==> src/hdl/coag_defs.vh <==
// constants for the operand address generator
`ifndef COAG_DEFS_VH
`define COAG_DEFS_VH
// ==========================================
// addressing mode codes (17 modes, 5-bit field)
`define COAG_M_INH      5'h00
`define COAG_M_IMM      5'h01
`define COAG_M_DIR_S    5'h02
`define COAG_M_DIR_L    5'h03
`define COAG_M_IDX_0    5'h04
`define COAG_M_IDX_S    5'h05
`define COAG_M_IDX_L    5'h06
`define COAG_M_IND_S    5'h07
`define COAG_M_IND_L    5'h08
`define COAG_M_IIX_S    5'h09
`define COAG_M_IIX_L    5'h0a
`define COAG_M_REL_D    5'h0b
`define COAG_M_REL_I    5'h0c
`define COAG_M_BIT_D    5'h0d
`define COAG_M_BIT_I    5'h0e
`define COAG_M_BTJ_D    5'h0f
`define COAG_M_BTJ_I    5'h10
`define COAG_MODE_COUNT 5'h11
// ==========================================
// instruction classes
`define COAG_C_OTHER    3'h0
`define COAG_C_RMW      3'h1
`define COAG_C_JREL     3'h2
`define COAG_C_REL_CALL 3'h3
`define COAG_C_MASK     3'h4
`define COAG_C_UNMASK   3'h5
// ==========================================
// interrupt mask levels and reset values
`define COAG_IMASK_SET  2'h3
`define COAG_IMASK_NONE 2'h0
`define COAG_IMASK_RST  2'h3
`define COAG_ADDR_RST   16'h0000
`endif

==> src/hdl/coag_len.v <==
// operand length and short-form legality per addressing mode
`timescale 1ns/1ps
`include "coag_defs.vh"
module coag_len (
   input  wire [4:0] mode_i,
   input  wire [2:0] iclass_i,
   output reg  [1:0] len_o,
   output reg        short_o,
   output reg        legal_o
);
   always @* begin
      len_o   = 2'h0;
      short_o = 1'b1;
      case (mode_i)
         `COAG_M_INH   : len_o = 2'h0;
         `COAG_M_IMM   : len_o = 2'h1;
         `COAG_M_DIR_S : len_o = 2'h1;
         `COAG_M_DIR_L : begin
            len_o   = 2'h2;
            short_o = 1'b0;
         end
         `COAG_M_IDX_0 : len_o = 2'h0;
         `COAG_M_IDX_S : len_o = 2'h1;
         `COAG_M_IDX_L : begin
            len_o   = 2'h2;
            short_o = 1'b0;
         end
         `COAG_M_IND_S : len_o = 2'h1;
         `COAG_M_IND_L : begin
            len_o   = 2'h1;
            short_o = 1'b0;
         end
         `COAG_M_IIX_S : len_o = 2'h1;
         `COAG_M_IIX_L : begin
            len_o   = 2'h1;
            short_o = 1'b0;
         end
         `COAG_M_REL_D : len_o = 2'h1;
         `COAG_M_REL_I : len_o = 2'h1;
         `COAG_M_BIT_D : len_o = 2'h1;
         `COAG_M_BIT_I : len_o = 2'h1;
         `COAG_M_BTJ_D : len_o = 2'h2;
         `COAG_M_BTJ_I : len_o = 2'h2;
         default       : len_o = 2'h0;
      endcase
   end
   // relative modes only for jumps and relative call; memory rmw only in short form
   always @* begin
      legal_o = (mode_i < `COAG_MODE_COUNT);
      if ((mode_i == `COAG_M_REL_D) || (mode_i == `COAG_M_REL_I))
         legal_o = legal_o & ((iclass_i == `COAG_C_JREL) | (iclass_i == `COAG_C_REL_CALL));
      if ((iclass_i == `COAG_C_RMW) && !short_o)
         legal_o = 1'b0;
   end
endmodule

==> src/hdl/coag_ptr.v <==
// pointer byte register: holds bytes read from page zero
`timescale 1ns/1ps
module coag_ptr (
   input  wire       clk_i,
   input  wire       rst_n_i,
   input  wire       wr_hi_i,
   input  wire       wr_lo_i,
   input  wire [7:0] data_i,
   output reg  [15:0] ptr_o
);
   always @(posedge clk_i or negedge rst_n_i) begin
      if (!rst_n_i) begin
         ptr_o <= 16'h0000;
      end else begin
         if (wr_hi_i)
            ptr_o[15:8] <= data_i;
         if (wr_lo_i)
            ptr_o[7:0] <= data_i;
      end
   end
endmodule

==> src/hdl/coag_top.v <==
// operand address generator: fetches operand bytes and forms effective address
// Notes on behaviour
// - seventeen addressing modes are decoded; other codes are refused.
// - inherent instructions are one byte, no operand bytes fetched.
// - immediate fetches one byte, used directly as operand value.
// - short direct fetches one address byte, page zero only.
// - long direct fetches a two-byte address, full space.
// - indexed address is unsigned index register plus offset.
// - no-offset indexed fetches nothing, address is index register.
// - short indexed fetches one offset byte, sum reaches 1fe.
// - long indexed fetches two offset bytes plus index, full space.
// - short indirect reads one-byte pointer from page zero.
// - long indirect reads two-byte pointer from page zero.
// - indirect indexed adds index register to pointer read from memory.
// - short form byte pointer reaches 1fe; long form uses word pointer.
// - relative adds signed 8-bit offset to program counter.
// - relative direct offset follows opcode; indirect reads offset in page zero.
// - relative modes allowed only for conditional jumps and relative call.
// - read-modify-write memory instructions accept short forms only.
// - mask instruction sets level 3, unmask instruction sets level 0, in inherent and no-offset forms only.
`timescale 1ns/1ps
`include "coag_defs.vh"
module coag_top (
   input  wire        CLK_SYS_I,
   input  wire        RST_N_I,
   input  wire        START_I,
   input  wire [4:0]  MODE_I,
   input  wire [2:0]  ICLASS_I,
   input  wire        USE_Y_I,
   input  wire [7:0]  X_I,
   input  wire [7:0]  Y_I,
   input  wire [15:0] PC_I,
   output wire        BUSY_O,
   output reg         MEM_RD_O,
   output reg  [15:0] MEM_ADDR_O,
   input  wire [7:0]  MEM_DATA_I,
   input  wire        MEM_ACK_I,
   output reg         DONE_O,
   output reg         ERR_O,
   output reg  [15:0] EA_O,
   output reg  [7:0]  IMM_O,
   output reg         IMM_VALID_O,
   output reg  [15:0] TARGET_O,
   output reg         TARGET_VALID_O,
   output reg  [1:0]  LEN_O,
   output reg  [1:0]  IMASK_O
);
   // ==========================================
   // states
   localparam [5:0] S_IDLE = 6'h01;
   localparam [5:0] S_OP   = 6'h02;
   localparam [5:0] S_PTR  = 6'h04;
   localparam [5:0] S_REL  = 6'h08;
   localparam [5:0] S_CALC = 6'h10;
   localparam [5:0] S_DONE = 6'h20;

   // ==========================================
   // functions
   // unsigned index sum kept at full width so short forms reach 1fe
   function [15:0] idx_add;
      input [15:0] base;
      input [7:0]  idx;
      begin
         idx_add = base + {8'h00, idx};
      end
   endfunction

   function [15:0] rel_add;
      input [15:0] pc;
      input [7:0]  off;
      begin
         rel_add = pc + {{8{off[7]}}, off};
      end
   endfunction

   // page-zero address from one byte
   function [15:0] pz_addr;
      input [7:0] lo;
      begin
         pz_addr = {8'h00, lo};
      end
   endfunction

   // operand bytes that carry an address or pointer address; any further byte is an offset
   function [1:0] addr_len;
      input [4:0] mode;
      begin
         case (mode)
            `COAG_M_INH, `COAG_M_IDX_0, `COAG_M_REL_D : addr_len = 2'h0;
            `COAG_M_DIR_L, `COAG_M_IDX_L              : addr_len = 2'h2;
            default                                   : addr_len = 2'h1;
         endcase
      end
   endfunction

   // ==========================================
   // registers
   reg [5:0]  state_q;
   reg [4:0]  mode_q;
   reg [2:0]  iclass_q;
   reg [7:0]  idx_q;
   reg [15:0] pc_q;
   reg [15:0] opw_q;
   reg [1:0]  cnt_q;
   reg [1:0]  need_q;
   reg [1:0]  pcnt_q;
   reg [15:0] ptr_addr_q;
   reg [7:0]  rel_off_q;

   wire [1:0]  len_w;
   wire        short_w;
   wire        legal_w;
   wire [15:0] ptr_w;
   reg         ptr_hi_we;
   reg         ptr_lo_we;

   coag_len u_len (
      .mode_i   (MODE_I),
      .iclass_i (ICLASS_I),
      .len_o    (len_w),
      .short_o  (short_w),
      .legal_o  (legal_w)
   );

   coag_ptr u_ptr (
      .clk_i   (CLK_SYS_I),
      .rst_n_i (RST_N_I),
      .wr_hi_i (ptr_hi_we),
      .wr_lo_i (ptr_lo_we),
      .data_i  (MEM_DATA_I),
      .ptr_o   (ptr_w)
   );

   assign BUSY_O = ~state_q[0];

   // ==========================================
   // mode properties
   wire is_word_ptr = (mode_q == `COAG_M_IND_L) | (mode_q == `COAG_M_IIX_L);
   wire is_ind = (mode_q == `COAG_M_IND_S) | (mode_q == `COAG_M_IND_L) |
                 (mode_q == `COAG_M_IIX_S) | (mode_q == `COAG_M_IIX_L) |
                 (mode_q == `COAG_M_REL_I) | (mode_q == `COAG_M_BIT_I) |
                 (mode_q == `COAG_M_BTJ_I);
   // first operand byte is always the page-zero pointer address in indirect forms
   wire [1:0] addr_bytes = addr_len(mode_q);

   // pointer register high and low byte write strobes
   always @* begin
      ptr_hi_we = 1'b0;
      ptr_lo_we = 1'b0;
      if (state_q == S_PTR && MEM_ACK_I) begin
         if (is_word_ptr && pcnt_q == 2'h0)
            ptr_hi_we = 1'b1;
         else
            ptr_lo_we = 1'b1;
      end
   end

   // ==========================================
   // sequencer
   always @(posedge CLK_SYS_I or negedge RST_N_I) begin
      if (!RST_N_I) begin
         state_q        <= S_IDLE;
         mode_q         <= `COAG_M_INH;
         iclass_q       <= `COAG_C_OTHER;
         idx_q          <= 8'h00;
         pc_q           <= `COAG_ADDR_RST;
         opw_q          <= 16'h0000;
         cnt_q          <= 2'h0;
         need_q         <= 2'h0;
         pcnt_q         <= 2'h0;
         ptr_addr_q     <= 16'h0000;
         rel_off_q      <= 8'h00;
         MEM_RD_O       <= 1'b0;
         MEM_ADDR_O     <= `COAG_ADDR_RST;
         DONE_O         <= 1'b0;
         ERR_O          <= 1'b0;
         EA_O           <= `COAG_ADDR_RST;
         IMM_O          <= 8'h00;
         IMM_VALID_O    <= 1'b0;
         TARGET_O       <= `COAG_ADDR_RST;
         TARGET_VALID_O <= 1'b0;
         LEN_O          <= 2'h0;
         IMASK_O        <= `COAG_IMASK_RST;
      end else begin
         DONE_O <= 1'b0;
         case (state_q)
            S_IDLE: begin
               if (START_I) begin
                  mode_q         <= MODE_I;
                  iclass_q       <= ICLASS_I;
                  idx_q          <= USE_Y_I ? Y_I : X_I;
                  pc_q           <= PC_I;
                  opw_q          <= 16'h0000;
                  cnt_q          <= 2'h0;
                  pcnt_q         <= 2'h0;
                  need_q         <= len_w;
                  LEN_O          <= len_w;
                  ERR_O          <= 1'b0;
                  IMM_VALID_O    <= 1'b0;
                  TARGET_VALID_O <= 1'b0;
                  if (!legal_w) begin
                     ERR_O   <= 1'b1;
                     state_q <= S_DONE;
                  end else if (len_w == 2'h0) begin
                     // inherent and no-offset forms need no operand fetch
                     state_q <= S_CALC;
                     if (ICLASS_I == `COAG_C_MASK)
                        IMASK_O <= `COAG_IMASK_SET;
                     else if (ICLASS_I == `COAG_C_UNMASK)
                        IMASK_O <= `COAG_IMASK_NONE;
                  end else begin
                     MEM_RD_O   <= 1'b1;
                     MEM_ADDR_O <= PC_I + 16'h0001;
                     state_q    <= S_OP;
                  end
               end
            end
            S_OP: begin
               if (MEM_ACK_I) begin
                  // operand bytes arrive high byte first for word forms
                  // relative direct has no address bytes, its single byte is the offset
                  if (cnt_q < addr_bytes)
                     opw_q <= {opw_q[7:0], MEM_DATA_I};
                  else
                     rel_off_q <= MEM_DATA_I;
                  cnt_q <= cnt_q + 2'h1;
                  if (cnt_q + 2'h1 == need_q) begin
                     if (is_ind) begin
                        MEM_ADDR_O <= pz_addr((cnt_q == 2'h0) ? MEM_DATA_I : opw_q[7:0]);
                        ptr_addr_q <= pz_addr((cnt_q == 2'h0) ? MEM_DATA_I : opw_q[7:0]);
                        state_q    <= S_PTR;
                     end else begin
                        MEM_RD_O <= 1'b0;
                        state_q  <= S_CALC;
                     end
                  end else begin
                     MEM_ADDR_O <= MEM_ADDR_O + 16'h0001;
                  end
               end
            end
            S_PTR: begin
               if (MEM_ACK_I) begin
                  pcnt_q <= pcnt_q + 2'h1;
                  if (is_word_ptr && pcnt_q == 2'h0) begin
                     // word pointer: second byte at next page-zero location
                     MEM_ADDR_O <= {8'h00, ptr_addr_q[7:0] + 8'h01};
                  end else begin
                     MEM_RD_O <= 1'b0;
                     state_q  <= (mode_q == `COAG_M_REL_I) ? S_REL : S_CALC;
                  end
               end
            end
            S_REL: begin
               // the page-zero byte just read is the branch offset
               rel_off_q <= ptr_w[7:0];
               state_q   <= S_CALC;
            end
            S_CALC: begin
               state_q <= S_DONE;
               case (mode_q)
                  `COAG_M_INH   : EA_O <= 16'h0000;
                  `COAG_M_IMM   : begin
                     IMM_O       <= opw_q[7:0];
                     IMM_VALID_O <= 1'b1;
                  end
                  `COAG_M_DIR_S : EA_O <= {8'h00, opw_q[7:0]};
                  `COAG_M_DIR_L : EA_O <= opw_q;
                  `COAG_M_IDX_0 : EA_O <= {8'h00, idx_q};
                  `COAG_M_IDX_S : EA_O <= idx_add({8'h00, opw_q[7:0]}, idx_q);
                  `COAG_M_IDX_L : EA_O <= idx_add(opw_q, idx_q);
                  `COAG_M_IND_S : EA_O <= {8'h00, ptr_w[7:0]};
                  `COAG_M_IND_L : EA_O <= ptr_w;
                  `COAG_M_IIX_S : EA_O <= idx_add({8'h00, ptr_w[7:0]}, idx_q);
                  `COAG_M_IIX_L : EA_O <= idx_add(ptr_w, idx_q);
                  `COAG_M_REL_D, `COAG_M_REL_I : begin
                     // target relative to the address after the instruction
                     TARGET_O <= rel_add(pc_q + {14'h0000, need_q} + 16'h0001,
                                         rel_off_q);
                     TARGET_VALID_O <= 1'b1;
                  end
                  `COAG_M_BIT_D : EA_O <= {8'h00, opw_q[7:0]};
                  `COAG_M_BIT_I : EA_O <= {8'h00, ptr_w[7:0]};
                  `COAG_M_BTJ_D, `COAG_M_BTJ_I : begin
                     EA_O <= (mode_q == `COAG_M_BTJ_D) ? {8'h00, opw_q[7:0]} :
                             {8'h00, ptr_w[7:0]};
                     TARGET_O <= rel_add(pc_q + {14'h0000, need_q} + 16'h0001,
                                         rel_off_q);
                     TARGET_VALID_O <= 1'b1;
                  end
                  default : EA_O <= 16'h0000;
               endcase
            end
            S_DONE: begin
               DONE_O  <= 1'b1;
               state_q <= S_IDLE;
            end
            default: state_q <= S_IDLE;
         endcase
      end
   end
endmodule

==> config.mk <==
export PLATFORM = sky130hd
export DESIGN_NAME = coag_top
export DESIGN_NICKNAME = d
export VERILOG_FILES = /design/src/hdl/coag_len.v /design/src/hdl/coag_ptr.v /design/src/hdl/coag_top.v
export VERILOG_INCLUDE_DIRS = /design/src /design/src/hdl
export SDC_FILE = /design/constraint.sdc
export NUM_CORES = 1
export LEC_CHECK = 0
export ABC_AREA = 1
export BUFFER_PORTS_ARGS = -buffer_cell sky130_fd_sc_hd__buf_2
export CORE_MARGIN = 8
export CORE_UTILIZATION = 40
export CTS_CLUSTER_SIZE = 24
export DETAILED_ROUTE_END_ITERATION = 8
export PLACE_DENSITY_LB_ADDON = 0.25
export REMOVE_ABC_BUFFERS = 1
export SLEW_MARGIN = 10
export SYNTH_ARGS = -nofsm -noshare
export SYNTH_HDL_FRONTEND = slang
export SYNTH_HIERARCHICAL = 1
export SYNTH_SLANG_ARGS = --single-unit
==> constraint.sdc <==
create_clock -name CLK_SYS_I -period 4.2 [get_ports CLK_SYS_I]
set_input_delay 1.26 -clock CLK_SYS_I [delete_from_list [all_inputs] [get_ports CLK_SYS_I]]
set_output_delay 1.26 -clock CLK_SYS_I [all_outputs]
set_load 0.02 [all_outputs]
# Word level (Yosys, flattened, before mapping)
# Index checks and enable logic that the tools add are counted.
[word_totals]
register_bits = 152
latchBits = 0
ramBits = 0
mem_bits_ro = 0
inputBits = 53
word_cells = 204
n_memories = 0
[op_classes]
add_sub_neg = 12
mul = 0
div_mod_pow = 0
n_lt_le_gt_ge = 2
n_eq_ne = 57
shifts = 0
n_mux = 61
bitwise_logic = 11
n_reduce_logical = 39
[op_table]
columns = ["cell", "count"]
rows = [
  ["16-bit two-way mux", 11],
  ["16-bit case mux with 11 select lines", 1],
  ["5-bit by 4-bit equality test with 1-bit output (second input constant)", 16],
  ["16-bit by 1-bit adder with 16-bit output (second input constant)", 3],
  ["16-bit case mux with 3 select lines", 1],
  ["8-bit two-way mux", 5],
  ["6-bit two-way mux", 6],
  ["5-bit by 3-bit equality test with 1-bit output (second input constant)", 7],
  ["16-bit by 8-bit adder with 16-bit output", 2],
  ["16-bit case mux with 2 select lines", 1],
  ["6-bit case mux with 5 select lines", 1],
  ["2-bit != test (second input constant)", 11],
  ["5-bit by 2-bit equality test with 1-bit output (second input constant)", 4],
  ["1-bit two-way mux", 19],
  ["8-bit by 8-bit adder with 9-bit output", 2],
  ["16-bit adder", 1],
  ["16-bit by 2-bit adder with 16-bit output", 1],
  ["2-bit case mux with 2 select lines", 4],
  ["8-bit case mux with 2 select lines", 1],
  ["5-bit two-way mux", 3],
  ["3-bit AND reduction", 5],
  ["4-bit OR reduction", 3],
  ["11-bit OR reduction", 1],
  ["5-bit by 1-bit equality test with 1-bit output (second input constant)", 2],
  ["other kinds (36)", 71],
]

# Logic depth before layout (Yosys ltp)
[logic_depth]
word_depth = 11
mapped_depth = 23

# Hierarchy
# The synthesis kept the hierarchy.
[modules_own_cells]
columns = ["module", "instances", "cells_per_inst", "area_each_um2", "seq_area_each_um2"]
rows = [
  ["coag_top", 1, 1259, 9233.9, 3380.7],
  ["coag_ptr", 1, 68, 610.6, 400.4],
  ["coag_len", 1, 37, 157.7, 0.0],
]

# Worst setup path after synthesis
# Ideal clock, no wire load.
[synth_path]
kind = "flip-flop to flip-flop"
startpoint = "register mode_q[0]"
endpoint = "register EA_O[12]"
setup_ps = 116
arrival_ps = 2798
required_ps = 4084
path_slack_ps = 1285
path_stages_with_launch = 22
path_buffers = 3
synth_period_minus_slack_ps = 2915
cell_sequence = "dfrtp_1 > nor2_4 > nand3_2 > buf_4 > buf_2 > clkbuf_1 > o21ai_0 > ha_1 > inv_1 > fa_1 > inv_1 > nand3_1 > nand2_1 > nand2_1 > nand2_1 > nand3_2 > nor2_2 > nand2_1 > nand3_1 > nand3_1 > nand2_1 > nand2_1"
[synth_via]
elab_chain_len = 4
word_cells_on_any_way = 23
classes_between = "eq/ne: 16; mux: 1; bitwise: 1; reduce/logical: 5"
[synth_lines]
columns = ["item", "line", "source"]
rows = [
  ["from (decl)", "coag_top.v:99", "reg [4:0] mode_q;"],
  ["from (signal assigned)", "coag_top.v:163", "mode_q <= `COAG_M_INH;"],
  ["branches (longest 4 deep; another with 16-bit case mux with 11 select lines)", "-", ""],
  ["to (signal assigned)", "coag_top.v:266", "`COAG_M_DIR_S : EA_O <= {8'h00, opw_q[7:0]};"],
  ["to (signal assigned)", "coag_top.v:267", "`COAG_M_DIR_L : EA_O <= opw_q;"],
  ["to (signal assigned)", "coag_top.v:268", "`COAG_M_IDX_0 : EA_O <= {8'h00, idx_q};"],
  ["to (decl)", "coag_top.v:40", "output reg [15:0] EA_O,"],
]
# Parallel ways; which one is timed is not known.
# A chain may end at the register's enable or synchronous reset.

# Worst setup path in the final report
[layout_path]
startpoint = "register mode_q[1]"
endpoint = "register EA_O[12]"
# Same word-level chain as after synthesis.

==> flow_metrics.py <==
metrics = {
    "clocking": {
        "cts_sinks": 151,
        "cts_made_buffers": 17,
        "postCtsSetupBuffers": 0,
        "h-tree-depth": 4,
        "cts_max_path_buffers": 2,
        "clk_transition_reported_paths_ns": 0.07,
        "ctsResizeCount": 0,
        "cts_tree": "yes",
        "clock_latency_ns": 0.42,
        "cts_hold_buf": 0,
        "clockRootBuffer": "clkbuf_16",
    },
    "critical_path": {
        "worst-r2r-setup-slack_ns": 1.0,
        "arrival_ns": 3.52,
        "path_max_fanout": 31,
        "cp.required_ns": 4.52,
        "r2r-end": "EA_O[12]",
        "critPathCaptureType": "flip-flop",
        "criticalPathCategory": "reg -> reg",
        "critPathLaunchType": "flip-flop",
        "r2r-start": "mode_q[1]",
        "rr_worst_depth": 20,
    },
    "routing": {
        "drtIter0Drc": 675,
        "num_vias": 9308,
        "drtPass1Iterations": 5,
        "drcViolationCount": 0,
        "wirelength_mm": 28.98,
        "ant_nets": 0,
        "wire_per_inst_um": 15.95,
        "vias_per_cell": 5.123,
    },
    "hold_path": {
        "holdPathStages": 2,
        "holdCritStartpoint": "IMASK_O[0]",
        "min_delay_worst_endpoint": "IMASK_O[0]",
        "hold_class": "reg -> reg",
    },
    "floorplanning": {
        "row_count": 58,
        "start_util": 0.4017,
        "core_area_um2": 24890,
        "die-width_um": 174.1,
        "io_pins": 119,
        "fp.dieArea_um2": 30310,
        "die_height_um": 174.1,
    },
    "pwr": {
        "p_per_area_nw_per_um2": 775.7,
        "peakVddDrop_mv": 0.3506,
        "power_w": 0.008914,
        "power.leakage_nw": 6.033,
    },
    "synthesis": {
        "synthesis.area_um2": 9998,
        "avgSynthCellArea_um2": 7.336,
        "synth_cells": 1363,
        "yosys_warnings": 6,
    },
    "timing": {
        "clock_skew_ns": 0.01213,
        "period_share": 0.7624,
        "tightest_slew_ns": 0.7429,
        "timing.final.crit_period_ns": 3.202,
        "hold_viol_final": 0,
        "fmax_mhz": 312.3,
        "setup_tns_ns": 0,
        "grt_setup_unrepaired": "no",
        "report.final.slew_viol_count": 0,
        "relSlewSlack": 0.5035,
        "setup_viol": 0,
    },
    "global_routing": {
        "gr-usage-all-layers": 0.1898,
        "grt_max_degree": 68,
        "grt_pass1_wl_mm": 47.01,
        "grt_pass1_vias": 9086,
        "overflow": 0,
        "antenna_found_initial": 0,
    },
    "placement": {
        "io_buffer_count": 118,
        "post-dp-hpwl_mm": 22.64,
        "place.gp.congestion": 0.8935,
    },
    "finish": {
        "seq_area_um2": 3781,
        "area_delta_synth_final_pct": 14.94,
        "nNetsFinal": 1586,
        "multi_input_area_um2": 5396,
        "drive_gt1_frac": 0.1459,
        "fillCellCount": 2555,
        "insertedDiodeCount": 0,
    },
    "outcome": {
        "status": "completed",
    },
    "flow_run": {
        "maxCapViolations": 0,
    },
}
## cells in the final DEF (no fill, tap or decap), types with 10 or more instances in the layout
cell type / count
inv_2: 13
nor2_1: 71
inv_1: 153
ha_1: 55
o211ai_1: 17
o22ai_1: 17
nand3_1: 82
xor2_1: 16
buf_2: 117
nand2_1: 439
dfrtp_1: 149
o21ai_0: 127
o21ai_1: 10
a21oi_1: 57
clkbuf_16: 17
nor3_1: 13
## layer usage
metal	GRT usage	share of wire	vias to the layer above
met2	0.3201	0.47	259
met4	0.04596	0.016	0
met5	0	0	-
li1	-	-	4679
met1	0.2478	0.47	4341
met3	0.03450	0.048	29
## final cells by class
class | instances | share of cell area
Multi-Input combinational cell | 1012 | 0.4696
Sequential cell | 151 | 0.3290
Timing Repair Buffer | 124 | 0.05694
Inverter | 168 | 0.05531
Clock buffer | 20 | 0.03887
Tap cell | 330 | 0.03593
Clock inverter | 12 | 0.01437
## power by group
part	switching, W	internal (W)	leakage, nW	total [W]
registers	0.000517	0.00200	1.95	0.00251
logic	0.00312	0.00165	3.79	0.00478
clock network	0.000658	0.000964	0.294	0.00162
## critical path, cell delays in order (launching register included)
cell and delay, ns:
dfrtp_1 0.39, inv_1 0.09, nor2_4 0.24, nand3_2 0.11
buf_4 0.24, o21ai_0 0.23, ha_1 0.23, inv_1 0.06
fa_1 0.36, inv_1 0.11, nand3_1 0.07, nand2_1 0.14
nand2_1 0.07, nand2_1 0.12, nand3_2 0.13, nor2_2 0.15
nand2_1 0.06, nand3_1 0.08, nand3_1 0.11, nand2_1 0.07
nand2_1 0.06
## state kept, by name, indices dropped and copies added (netlist names), 5 cells and up
name	count
idx_q	8
pc_q	16
state_q	6
rel_off_q	8
opw_q	16
u_ptr/ptr_o	16
MEM_ADDR_O	16
TARGET_O	16
IMM_O	8
ptr_addr_q	8
EA_O	16
mode_q	5
## worst max-delay path by stage
| stage | slack, ns | end | startpoint |
|---|---|---|---|
| 2_1_floorplan | 0.77 | opw_q[6] | START_I |
| 3_3_place_gp | 0.99 | MEM_ADDR_O[14] | MODE_I[3] |
| 3_5_place_dp | 0.94 | MEM_ADDR_O[13] | MODE_I[3] |
| 4_1_cts | 1.00 | EA_O[12] | mode_q[1] |
| 5_1_grt | 0.74 | EA_O[12] | mode_q[1] |
| 6_report | 1.0 | EA_O[12] | mode_q[1] |
## per-stage QoR
step	hold slack, ns	setup WS (ns)	cells	cell area (µm²)	util
2_1_floorplan	0.4483	0.7688	1331	9811	-
3_3_place_gp	0.4607	0.9878	1785	10880	0.4371
5_1_grt	0.4950	0.7441	1817	11490	0.4617
4_1_cts	0.4750	1.002	1817	11490	0.4617
6_report	0.4703	0.9981	1817	11490	0.4617
3_5_place_dp	0.4594	0.9351	1785	10880	0.4371
No activity file was read; power rests on OpenSTA's default activity.
